===== config.mk =====
export PLATFORM = sky130hd
export DESIGN_NAME = sar_readout_top
export DESIGN_NICKNAME = d
export VERILOG_FILES = /design/src/sar_pkg.sv /design/src/sar_sync.sv /design/src/sar_fifo.sv /design/src/sar_readout_top.sv
export SDC_FILE = /design/constraint.sdc
export NUM_CORES = 1
export LEC_CHECK = 0
export ABC_AREA = 1
export BUFFER_PORTS_ARGS = -buffer_cell sky130_fd_sc_hd__buf_2
export CORE_ASPECT_RATIO = 1.1
export CORE_MARGIN = 3
export CORE_UTILIZATION = 31
export DETAILED_ROUTE_END_ITERATION = 8
export PLACE_DENSITY_LB_ADDON = 0.1
export SLEW_MARGIN = 10
export SYNTH_ARGS = -nofsm -noshare
export SYNTH_HDL_FRONTEND = slang
export SYNTH_SLANG_ARGS = --single-unit

===== constraint.sdc =====
create_clock -name sys_clk_i -period 5.9 [get_ports sys_clk_i]
set_input_delay 0.295 -clock sys_clk_i [delete_from_list [all_inputs] [get_ports sys_clk_i]]
set_output_delay 0.295 -clock sys_clk_i [all_outputs]
set_load 0.05 [all_outputs]

===== src/sar_pkg.sv =====
// Shared constants and types for the serial readout of the successive approximation converter.
package sar_pkg;

    // System clock rate that all cycle counts are derived from.
    localparam int unsigned SYS_CLK_HZ      = 50_000_000;
    // Longest conversion time in nanoseconds.
    localparam int unsigned T_CONV_MAX_NS   = 400;
    // Conversion time in system clock cycles, rounded up so a conversion is never short.
    localparam int unsigned CONV_CYCLES     =
        (T_CONV_MAX_NS * (SYS_CLK_HZ / 1_000_000) + 999) / 1000;

    // Width of one conversion result.
    localparam int unsigned RESULT_BITS     = 16;
    // Width of the output shift register: one start bit in front of the result.
    localparam int unsigned SHIFT_BITS      = RESULT_BITS + 1;
    // Depth of the result queue between the converter core and the readout.
    localparam int unsigned FIFO_DEPTH      = 16;
    // Flip-flops in every pin synchroniser.
    localparam int unsigned SYNC_STAGES     = 2;

    // Falling clock edges that end a plain read and a read with busy start bit.
    localparam logic [4:0]  PLAIN_READ_EDGES = 5'h10;
    localparam logic [4:0]  BUSY_READ_EDGES  = 5'h11;
    // Reset values of the shift register and of the edge counter.
    localparam logic [SHIFT_BITS-1:0] SHIFT_RESET = 17'h0_0000;
    localparam logic [4:0]  EDGE_RESET      = 5'h00;
    // Start bit levels that announce the end of a conversion.
    localparam logic        CS_START_BIT    = 1'b0;
    localparam logic        CHAIN_START_BIT = 1'b1;

    // Readout state machine, one-hot.
    typedef enum logic [3:0] {
        SAR_IDLE  = 4'b0001,  // Acquisition, no result pending.
        SAR_CONV  = 4'b0010,  // Conversion running, output released.
        SAR_WAIT  = 4'b0100,  // Result held, waiting for a read select.
        SAR_SHIFT = 4'b1000   // Result being shifted out.
    } sar_state_e;

endpackage


===== src/sar_sync.sv =====
// Two-stage synchroniser for a group of asynchronous pins.
`timescale 1ns/1ps
module sar_sync #(
    parameter int unsigned WIDTH = 4             // Number of pins synchronised.
) (
    input  wire logic             clk_i,         // Sampling clock.
    input  wire logic             rst_n_i,       // Active low asynchronous reset.
    input  wire logic [WIDTH-1:0] async_i,       // Pins from outside the clock domain.
    output logic      [WIDTH-1:0] sync_o         // Synchronised copy.
);
    import sar_pkg::*;

    logic [WIDTH-1:0] meta;                      // First stage, read by the second only.

    // The first stage may go metastable; only the second stage looks at it.
    always_ff @(posedge clk_i or negedge rst_n_i) begin
        if (!rst_n_i) begin
            meta   <= '0;
            sync_o <= '0;
        end else begin
            meta   <= async_i;
            sync_o <= meta;
        end
    end

endmodule


===== src/sar_fifo.sv =====
// Result queue with a registered output word and valid/ready on both sides.
`timescale 1ns/1ps
module sar_fifo #(
    parameter int unsigned WIDTH = 16,           // Word width.
    parameter int unsigned DEPTH = 16            // Words held in the memory.
) (
    input  wire logic             clk_i,         // System clock.
    input  wire logic             rst_n_i,       // Active low asynchronous reset.
    input  wire logic [WIDTH-1:0] in_data_i,     // Word offered by the source.
    input  wire logic             in_valid_i,    // Source has a word.
    output logic                  in_ready_o,    // Queue can take a word.
    output logic      [WIDTH-1:0] out_data_o,    // Head word, registered.
    output logic                  out_valid_o,   // Head word is valid.
    input  wire logic             out_ready_i    // Sink takes the head word.
);
    import sar_pkg::*;

    localparam int unsigned AW = $clog2(DEPTH);  // Pointer width.

    logic [WIDTH-1:0] mem [DEPTH];               // Storage behind the output register.
    logic [AW-1:0]    wr_ptr;                    // Next slot to write.
    logic [AW-1:0]    rd_ptr;                    // Next slot to read.
    logic [AW:0]      count;                     // Words held in the memory.

    wire              push      = in_valid_i & in_ready_o;
    wire              head_free = ~out_valid_o | out_ready_i;
    wire              pull      = head_free & (count != '0);
    wire [AW:0]       next_count = count + {{AW{1'b0}}, push} - {{AW{1'b0}}, pull};

    // Storage write; the memory has no reset, only the pointers, fill level, ready flag and output register do.
    always_ff @(posedge clk_i) begin
        if (push) begin
            mem[wr_ptr] <= in_data_i;
        end
    end

    // Pointers, fill level and a registered full flag so that ready is a flop.
    always_ff @(posedge clk_i or negedge rst_n_i) begin
        if (!rst_n_i) begin
            wr_ptr     <= '0;
            rd_ptr     <= '0;
            count      <= '0;
            in_ready_o <= 1'b1;
        end else begin
            if (push) begin
                wr_ptr <= (wr_ptr == AW'(DEPTH - 1)) ? '0 : wr_ptr + 1'b1;
            end
            if (pull) begin
                rd_ptr <= (rd_ptr == AW'(DEPTH - 1)) ? '0 : rd_ptr + 1'b1;
            end
            count      <= next_count;
            in_ready_o <= (next_count != (AW+1)'(DEPTH));
        end
    end

    // Output register refills from the memory whenever the head is taken or empty and the memory holds a word.
    always_ff @(posedge clk_i or negedge rst_n_i) begin
        if (!rst_n_i) begin
            out_data_o  <= '0;
            out_valid_o <= 1'b0;
        end else if (pull) begin
            out_data_o  <= mem[rd_ptr];
            out_valid_o <= 1'b1;
        end else if (out_ready_i) begin
            out_valid_o <= 1'b0;
        end
    end

endmodule


===== src/sar_readout_top.sv =====
// Conversion start, mode selection and serial readout of the converter.
`timescale 1ns/1ps
module sar_readout_top (
    input  wire logic                             sys_clk_i,            // System clock.
    input  wire logic                             rst_n_i,              // Async reset, low.
    input  wire logic                             convert_start_i,      // Start pin.
    input  wire logic                             serial_data_in_i,     // Data in / select pin.
    input  wire logic                             sck_i,                // Host shift clock pin.
    input  wire logic                             high_rate_select_i,   // High rate pin.
    input  wire logic [sar_pkg::RESULT_BITS-1:0]  sample_data_i,        // Core result word.
    input  wire logic                             sample_valid_i,       // Core word valid.
    output logic                                  sample_ready_o,       // Queue accepts word.
    output logic                                  serial_data_out_o,    // Output pin level.
    output logic                                  serial_data_out_oe_o, // Output pin enable.
    output logic                                  converter_on_o        // Converter powered.
);
    import sar_pkg::*;

    localparam int unsigned CNT_W = $clog2(CONV_CYCLES + 1);        // Conversion timer width.
    localparam logic [CNT_W-1:0] CONV_LAST = CNT_W'(CONV_CYCLES - 1); // Last timer value.

    // Reset release synchroniser.
    logic                    rst_meta;           // First reset stage.
    logic                    rst_n;              // Released reset used by all logic.

    // Synchronised pins and their previous values.
    logic [3:0]              pins_s;             // Synchronised pins.
    logic                    cnv_d;              // Start pin, one cycle older.
    logic                    sdi_d;              // Data input, one cycle older.
    logic                    sck_d;              // Shift clock, one cycle older.

    // Control state.
    sar_state_e              state;              // Readout state.
    sar_state_e              next_state;         // Next readout state.
    logic [CNT_W-1:0]        conv_cnt;           // Cycles spent converting.
    logic                    chain_mode;         // Chain mode selected at start.
    logic                    busy_allow;         // Busy start bit permitted.
    logic                    read_busy;          // Current read carries a start bit.
    logic [SHIFT_BITS-1:0]   shift_reg;          // Output shift register.
    logic [4:0]              edge_cnt;           // Falling edges seen during a read.

    // Result queue head.
    logic [RESULT_BITS-1:0]  q_data;             // Result at the queue head.
    logic                    q_valid;            // Queue head valid.

    // The released reset asserts at once and releases two edges later.
    always_ff @(posedge sys_clk_i or negedge rst_n_i) begin
        if (!rst_n_i) begin
            rst_meta <= 1'b0;
            rst_n    <= 1'b0;
        end else begin
            rst_meta <= 1'b1;
            rst_n    <= rst_meta;
        end
    end

    // All host pins arrive unrelated to the system clock.
    sar_sync #(
        .WIDTH (4)
    ) u_sync (
        .clk_i   (sys_clk_i),
        .rst_n_i (rst_n),
        .async_i ({high_rate_select_i, sck_i, serial_data_in_i, convert_start_i}),
        .sync_o  (pins_s)
    );

    // Named views of the synchronised pins.
    wire cnv_s = pins_s[0];
    wire sdi_s = pins_s[1];
    wire sck_s = pins_s[2];
    wire hrs_s = pins_s[3];

    // Edge detection works on the second synchroniser stage only.
    wire cnv_rise    = cnv_s & ~cnv_d;
    wire sck_fall    = ~sck_s & sck_d;
    // Either pin low selects the read: start in three-wire, data input in four-wire.
    wire sel_act     = ~(cnv_s & sdi_s);
    wire sel_prev    = ~(cnv_d & sdi_d);
    wire sel_fall    = sel_act & ~sel_prev;
    wire sel_rise    = ~sel_act & sel_prev;

    // State decodes.
    wire in_idle     = (state == SAR_IDLE);
    wire in_conv     = (state == SAR_CONV);
    wire in_wait     = (state == SAR_WAIT);
    wire in_shift    = (state == SAR_SHIFT);

    // A new start is ignored while converting so the conversion always completes.
    wire conv_start  = cnv_rise & ~in_conv;
    // The conversion ends at the timer limit once the core has a result ready.
    wire conv_end    = in_conv & (conv_cnt == CONV_LAST) & q_valid;
    // Busy start bit: chain uses the clock captured at start, select mode the
    // select level at the end; never in the high rate mode.
    wire busy_now    = busy_allow & (chain_mode | sel_act) & ~hrs_s;
    wire [4:0] read_len = read_busy ? BUSY_READ_EDGES : PLAIN_READ_EDGES;
    // Select-mode reads end at the last edge or when the select goes away.
    wire last_edge   = sck_fall & (edge_cnt == read_len - 5'h01);
    wire read_done   = in_shift & ~chain_mode & (last_edge | sel_rise);
    // Chain mode feeds the data input into the bottom of the register after a busy load, and into the bit above the pad bit after a plain load.
    wire shift_in    = chain_mode & sdi_s;
    wire start_bit   = chain_mode ? CHAIN_START_BIT : CS_START_BIT;

    // Shift register load at conversion end and shift on falling edges.
    wire [SHIFT_BITS-1:0] load_word  = busy_now ? {start_bit, q_data}
                                                : {q_data, 1'b0};
    // A plain load keeps a pad bit at the bottom, so chain input enters above it;
    // otherwise the next converter's first bit would trail the LSB by one edge.
    wire [SHIFT_BITS-1:0] shifted    = read_busy ? {shift_reg[SHIFT_BITS-2:0], shift_in}
                                                 : {shift_reg[SHIFT_BITS-2:1], shift_in, 1'b0};
    wire [SHIFT_BITS-1:0] next_shift =
        conv_end                  ? load_word :
        (in_shift & sck_fall)     ? shifted :
                                    shift_reg;

    // Next state decode.
    always_comb begin
        next_state = state;
        unique case (state)
            SAR_IDLE: begin
                if (conv_start) begin
                    next_state = SAR_CONV;
                end
            end
            SAR_CONV: begin
                if (conv_end) begin
                    // Chain reads and reads with the select low at the end start driving at once; others wait.
                    next_state = (chain_mode | sel_act) ? SAR_SHIFT : SAR_WAIT;
                end
            end
            SAR_WAIT: begin
                if (conv_start) begin
                    next_state = SAR_CONV;
                end else if (sel_fall) begin
                    next_state = SAR_SHIFT;
                end
            end
            SAR_SHIFT: begin
                if (conv_start) begin
                    next_state = SAR_CONV;
                end else if (read_done) begin
                    next_state = SAR_IDLE;
                end
            end
            default: begin
                next_state = SAR_IDLE;
            end
        endcase
    end

    // Output pin values follow the next state so they leave flip-flops directly.
    wire next_idle_low = (next_state == SAR_IDLE) & ~cnv_s & ~sdi_s;
    wire next_oe       = (next_state == SAR_SHIFT) | next_idle_low;
    wire next_sdo      = (next_state == SAR_SHIFT) & next_shift[SHIFT_BITS-1];
    // The converter is powered only while a conversion runs.
    wire next_conv_on  = (next_state == SAR_CONV);

    // Delayed pin copies for edge detection.
    always_ff @(posedge sys_clk_i or negedge rst_n) begin
        if (!rst_n) begin
            cnv_d <= 1'b0;
            sdi_d <= 1'b0;
            sck_d <= 1'b0;
        end else begin
            cnv_d <= cnv_s;
            sdi_d <= sdi_s;
            sck_d <= sck_s;
        end
    end

    // State register.
    always_ff @(posedge sys_clk_i or negedge rst_n) begin
        if (!rst_n) begin
            state <= SAR_IDLE;
        end else begin
            state <= next_state;
        end
    end

    // Conversion timer; it holds at the limit while the core result is late.
    always_ff @(posedge sys_clk_i or negedge rst_n) begin
        if (!rst_n) begin
            conv_cnt <= '0;
        end else if (conv_start) begin
            conv_cnt <= '0;
        end else if (in_conv & (conv_cnt != CONV_LAST)) begin
            conv_cnt <= conv_cnt + 1'b1;
        end
    end

    // Mode capture at the start edge: data input low picks chain mode, and in
    // chain mode a low shift clock disables the start bit.
    always_ff @(posedge sys_clk_i or negedge rst_n) begin
        if (!rst_n) begin
            chain_mode <= 1'b0;
            busy_allow <= 1'b0;
        end else if (conv_start) begin
            chain_mode <= ~sdi_s;
            busy_allow <= sdi_s | sck_s;
        end
    end

    // Read bookkeeping: start bit flag and edge count.
    always_ff @(posedge sys_clk_i or negedge rst_n) begin
        if (!rst_n) begin
            read_busy <= 1'b0;
            edge_cnt  <= EDGE_RESET;
        end else if (conv_end) begin
            read_busy <= busy_now;
            edge_cnt  <= EDGE_RESET;
        end else if (in_shift & sck_fall & (edge_cnt != BUSY_READ_EDGES)) begin
            edge_cnt  <= edge_cnt + 5'h01;
        end
    end

    // Shift register; it only changes at a load or a falling edge while reading.
    always_ff @(posedge sys_clk_i or negedge rst_n) begin
        if (!rst_n) begin
            shift_reg <= SHIFT_RESET;
        end else begin
            shift_reg <= next_shift;
        end
    end

    // Registered pin outputs.
    always_ff @(posedge sys_clk_i or negedge rst_n) begin
        if (!rst_n) begin
            serial_data_out_o    <= 1'b0;
            serial_data_out_oe_o <= 1'b0;
            converter_on_o       <= 1'b0;
        end else begin
            serial_data_out_o    <= next_sdo;
            serial_data_out_oe_o <= next_oe;
            converter_on_o       <= next_conv_on;
        end
    end

    // Results wait here; a full queue back-pressures the converter core, and an
    // empty one stretches the conversion until a word arrives.
    sar_fifo #(
        .WIDTH (RESULT_BITS),
        .DEPTH (FIFO_DEPTH)
    ) u_fifo (
        .clk_i       (sys_clk_i),
        .rst_n_i     (rst_n),
        .in_data_i   (sample_data_i),
        .in_valid_i  (sample_valid_i),
        .in_ready_o  (sample_ready_o),
        .out_data_o  (q_data),
        .out_valid_o (q_valid),
        .out_ready_i (conv_end)
    );
endmodule


* Word level (Yosys, flattened, before mapping)
Memory sizes are Yosys's and may differ from the RTL's. A register that Yosys moved wholly into a read port is not among the register bits.
Cells that the tools add are included.
** Cells by class
- $add $sub $neg :: 7
- Equal/unequal tests :: 14
- Mux-type cells :: 24
- Bitwise operators :: 38
- Reductions and logical operators :: 6
** Operators with widths (count)
- 17-bit two-way mux :: 3
- 4-bit two-way mux :: 9
- 1-bit AND :: 23
- 5-bit two-way mux :: 4
- 4-bit == test (second input constant) :: 4
- 4-bit case mux with 4 select lines :: 1
- 5-bit inequality test (second input constant) :: 3
- 5-bit by 1-bit adder with 5-bit output (second input constant) :: 2
- 1-bit inverter :: 10
- 4-bit by 1-bit adder with 4-bit output (second input constant) :: 2
- 4-bit by 1-bit == test with 1-bit output (second input constant) :: 2
- 4-bit by 2-bit == test with 1-bit output (second input constant) :: 2
- 2-bit nonzero test :: 4
- 1-bit two-way mux :: 6
- 5-bit by 1-bit adder with 5-bit output :: 1
- 5-bit == test :: 1
- 5-bit == test (second input constant) :: 1
- 1-bit OR :: 5
- 5-bit nonzero test :: 1
- 5-bit by 1-bit subtractor with 5-bit output :: 1
- 5-bit by 1-bit subtractor with 5-bit output (second input constant) :: 1
- 4-bit by 3-bit == test with 1-bit output (second input constant) :: 1
- 2-bit two-way mux :: 1
- 1-bit logical NOT :: 1
** Storage, ports and cells
- Flip-flop bits (word level) :: 65
- RAM bits :: 256
- Bits of input ports :: 23
- Output and inout port bits :: 4
- Word-level logic and storage cells :: 113
- Memories kept :: 1
** Memory list
- u_fifo.mem :: depth 16, bits a word 16, rd ports 1, clocked after memory_dff 1, write ports 1, RTL line sar_fifo.sv:20 : logic [WIDTH-1:0] mem [DEPTH];

* Longest topological paths before layout
- Depth in word-level cells :: 13
- Gate-level depth with buffers :: 15
- Gate-level depth less buffers :: 14

* By module
Synthesis repeated with hierarchy kept, for this count alone.
** Second synthesis, totals
- Cells, all modules :: 1439
- Area total of the unflattened synthesis :: 14709.1 µm²
** Modules (own cells, without submodules)
- sar_fifo :: times used 1, cells an instance 1144, area each 12171.7 µm²
- sar_readout_top :: times used 1, cells an instance 287, area each 2337.2 µm²
- sar_sync :: times used 1, cells an instance 8, area each 200.2 µm²

* Worst setup path before layout
Ideal clock, no wire load.
- Kind :: register -> register
- Start :: reg conv_cnt[0]
- End :: reg u_fifo.in_ready_o
- Library setup time :: 0.086 ns
- Arrival :: 2.692 ns
- Data required time :: 5.814 ns
- Setup slack :: 3.122 ns
- Stages on the path, launching flop included :: 16
- Buffers on the path :: 1
- Period minus slack after synthesis :: 2.778 ns
- Path through :: dfrtp_1 ha_1 nand4_2 nor2_4 o22ai_4 inv_2 buf_4 ha_1 inv_1 ha_1 fa_1 a21oi_1 nor2_1 nor2_1 xor2_1 nand2_1
** Between the ends
- Longest elaborated chain between the ends :: 7
** Ends and longest elaborated chain
- start: declaration :: RTL line sar_readout_top.sv:35 : logic [CNT_W-1:0] conv_cnt;
- start signal: assignment :: RTL line sar_readout_top.sv:186 : conv_cnt <= conv_cnt + 1'b1;
- 5-bit == test :: RTL line sar_readout_top.sv:91 : wire conv_end = in_conv & (conv_cnt == CONV_LAST) & q_valid;
- 1-bit AND (2 in series) :: RTL line sar_readout_top.sv:91
- 1-bit OR :: RTL line sar_fifo.sv:26 : wire head_free = ~out_valid_o | out_ready_i;
- 1-bit AND :: RTL line sar_fifo.sv:27 : wire pull = head_free & (count != '0);
- via u_fifo.pull :: RTL line sar_fifo.sv:27
- 5-bit by 1-bit subtractor with 5-bit output :: RTL line sar_fifo.sv:28 : wire [AW:0] next_count = count + {{AW{1'b0}}, push} - {{AW{1'b0}}, pull};
- via u_fifo.next_count[4] :: RTL line sar_fifo.sv:28
- 5-bit inequality test :: RTL line sar_fifo.sv:52 : in_ready_o <= (next_count != (AW+1)'(DEPTH));
- end signal: assignment :: RTL line sar_fifo.sv:52
- end: declaration :: RTL line sar_fifo.sv:11 : output logic in_ready_o,
The timed path passes the listed nets, and every way through them passes these cells.
A chain may end at the register's enable or synchronous reset.

* Final worst setup path
- Start :: reg conv_cnt[0]
- End :: reg u_fifo.in_ready_o
** Between the ends
- Longest elaborated chain between the ends :: 7
** Ends and longest elaborated chain (RTL line)
- 5-bit == test :: sar_readout_top.sv:91
- 1-bit AND (2 in series) :: sar_readout_top.sv:91
- 1-bit OR :: sar_fifo.sv:26
- 1-bit AND :: sar_fifo.sv:27
- 5-bit by 1-bit subtractor with 5-bit output :: sar_fifo.sv:28
- via u_fifo.next_count[4] :: sar_fifo.sv:28
- 5-bit inequality test :: sar_fifo.sv:52
The timed path passes the listed nets, and every way through them passes these cells.

==> flow_summary.toml <==
[clock_network]
htreeDepth = 2
numClockSinks = 337
clock_latency_ns = 0.55
cts_setup_buffers = 0
cts_made_buffers = 40
postCtsHoldBufs = 5
cts_tree = "yes"
cts_resized = 0
root_buffer = "clkbuf_16"
clk_path_buf_depth = 3
cts.clk_slew.worst_paths_ns = 0.06

[setup_path]
slowest_delay_ns = 0.44
cp.arrival_ns = 3.73
crit_buf_inv = 2
cpMostUsedCell = "ha_1"
worstPathRequired_ns = 6.37
worstSetupStartpointType = "flip-flop"
path_delay_family = "adder cells"
critPathMaxFanout = 23
worstPathCellList = "ha_1 -> nand4_2 -> nor2_4 -> o22ai_4 -> inv_2 -> ha_1 -> inv_1 -> ha_1 -> fa_1 -> a21oi_1 -> nor2_1 -> nor2_1 -> xor2_1 -> nand2_1"
slowest_stage = "fa_1"
cp-end-kind = "flip-flop"
critPathKind = "flip-flop to flip-flop"

[global_routing]
grt_max_degree = 76
grt_pass1_vias = 8787
grt.overflow.total = 0
grt_pass1_wl_mm = 54.3
antenna_found_initial = 2
track_usage_pct = 14.8

[placed_design]
pre_cts_slack_ns = 2.57
port_buffers = 26
placed_area_um2 = 14700
gp_congestion = 0.745
post-place-cells = 1761
dp_hpwl_mm = 19.0

[timing]
relSlewSlack_pct = 33.4
rsz0062_at_grt = "false"
timing.final.ws_setup_ns = 2.64
setup_viol = 0
post-route-period-util_pct = 55.3
fin_tns_setup_ns = 0
finalHoldViolations = 0
maxSlewViolCount = 0
worst_pin_slew_ns = 0.999
clock_skew_ns = 0.0108
layout_min_cycle_time_ns = 3.26
fmax_mhz = 307

[routing]
post_drt_wl_per_cell_um = 19.4
drcViolationCount = 0
drtIter0Drc = 532
wirelength_mm = 35.6
vias = 8793
routed_via_density = 4.78
drt_first_pass_iters = 7
antenna_left = 0

[synthesis]
synth_area_um2 = 14000
ys_top_cells_by_area = "edfxtp_1 (55%), dfrtp_1 (14%), nor2_1 (6.7%), o21ai_0 (5.2%), nand2_1 (3.2%)"
async_flop_share_pct = 24.0
seq_area_frac_synth_pct = 69.2
synth_ff_type = "edfxtp_1"
synth_top_area_share_pct = 54.7
yosysTopAreaCell = "edfxtp_1"
ys_ff_latch = 337
ys_types = 44
ys.warnings.count = 0
syn_nets = 1237
synth_enable_flop_cells = 256
postSynthAreaPerCell_um2 = 11.7
synth_cells = 1199

[layout]
largest_register_ffs = 256
fillers = 4456
finalNonFillerCells = 1838
multi_input_area_um2 = 3730
fin_area_um2 = 16100
syn_to_final_growth_pct = 14.5
diodes = 0
seq_area_um2 = 9730
drive_gt1_share_pct = 11.1
final_nets = 1265

[floorplanning]
start_util_pct = 31.5
die_w_um = 209
dieHeight_um = 229
core_region_area_um2 = 44600
placementRows = 81
ioPinCount = 27
design.die.area_um2 = 47900

[power]
p_per_area_nw_per_um2 = 371
vdd_drop_max_uv = 221
p_leak_nw = 5.85
power_mw = 5.97

[run]
drv_cap = 0

[status]
status = "finished clean"

[hold_path]
hold_path.class = "input port to asynchronous set/reset pin"
[layer usage]
layer	track usage (%)	wire length [um]
met5	0	35
met4	4.54	806
met3	2.66	1340
met2	25.2	17500
met1	19.4	15900
[cell usage after synthesis, types with 3 or more instances]
cell	number
buf_2	33
nand3_1	27
buf_6	6
inv_2	5
o211ai_1	54
xor2_1	8
o22ai_1	3
clkinv_1	3
o21ai_1	35
dfrtp_1	79
nor3_1	6
o21ai_0	145
o221ai_1	23
clkbuf_2	5
nand2_1	120
nor2_1	249
edfxtp_1	256
a21oi_1	14
clkbuf_1	7
buf_4	9
ha_1	14
inv_1	68
[worst paths after layout]
kind | depth (start not counted) | slack (ns) | end | startpoint
min in group sys_clk_i | 1 | 0.13 | u_fifo.mem[12][9] | sample_data_i[9]
worst min-delay path | 2 | 0.07 | rst_n | rst_n_i
max in group asynchronous | 1 | 4.51 | u_fifo.rd_ptr[0] | rst_n
worst max-delay path | 14 | 2.64 | u_fifo.in_ready_o | conv_cnt[0]
worst max register to register | 14 | 2.64 | u_fifo.in_ready_o | conv_cnt[0]
worst min register to register | 0 | 0.10 | u_sync.meta[2] | rst_n
[final cells by class]
type,instances,share of cell area [%]
Clock buffer,55,6.89
Clock inverter,17,1.17
Inverter,77,1.82
Multi-Input combinational cell,723,23.2
Sequential cell,337,60.5
Tap cell,581,4.52
Timing Repair Buffer,48,1.91
[worst reg2reg max path, cell delays in order, from the launching register on]
cell and delay (ns):
dfrtp_1 0.41, ha_1 0.25, nand4_2 0.13, nor2_4 0.07, o22ai_4 0.40, inv_2 0.30, ha_1 0.37, inv_1 0.04
ha_1 0.20, fa_1 0.44, a21oi_1 0.16, nor2_1 0.05, nor2_1 0.11, xor2_1 0.19, nand2_1 0.07
[logic make-up (layout without fill, tap and decap cells)]
logic type,after synthesis,count (layout),share of synthesized area [%]
AO/OA/AOI/OAI,285,285,12.2
AND/OR/NAND/NOR,413,413,11.8
XOR/XNOR,9,9,0.561
other,1,1,0.0267
flip-flops,337,337,69.2
buffers and inverters,139,197,4.85
adder cells (fa/ha/maj),15,15,1.39
[power breakdown]
| group | switching (mW) | internal [mW] | total, mW | leakage, nW |
|---|---|---|---|---|
| Combinational | 0.466 | 0.158 | 0.624 | 1.87 |
| Clock | 0.962 | 1.49 | 2.45 | 0.633 |
| Sequential | 0.0789 | 2.82 | 2.90 | 3.35 |
[per-stage QoR]
stage               hold WS, ns  utilization, %
floorplan             -0.000591               -
global placement         0.0887            33.0
detailed placement       0.0902            33.0
CTS                      0.0341            36.1
global route             0.0606            36.1
finish                   0.0651            36.1
[cells in the final DEF (no fill, tap or decap), types with 11 or more instances in the layout]
master	instances
a21oi_1	14
buf_2	26
buf_4	17
clkbuf_1	11
clkbuf_16	41
dfrtp_1	76
edfxtp_1	256
ha_1	14
inv_1	68
nand2_1	120
nand3_1	27
nor2_1	235
o211ai_1	54
o21ai_0	145
o21ai_1	35
o221ai_1	23
Power figures use the tool's default switching activity.
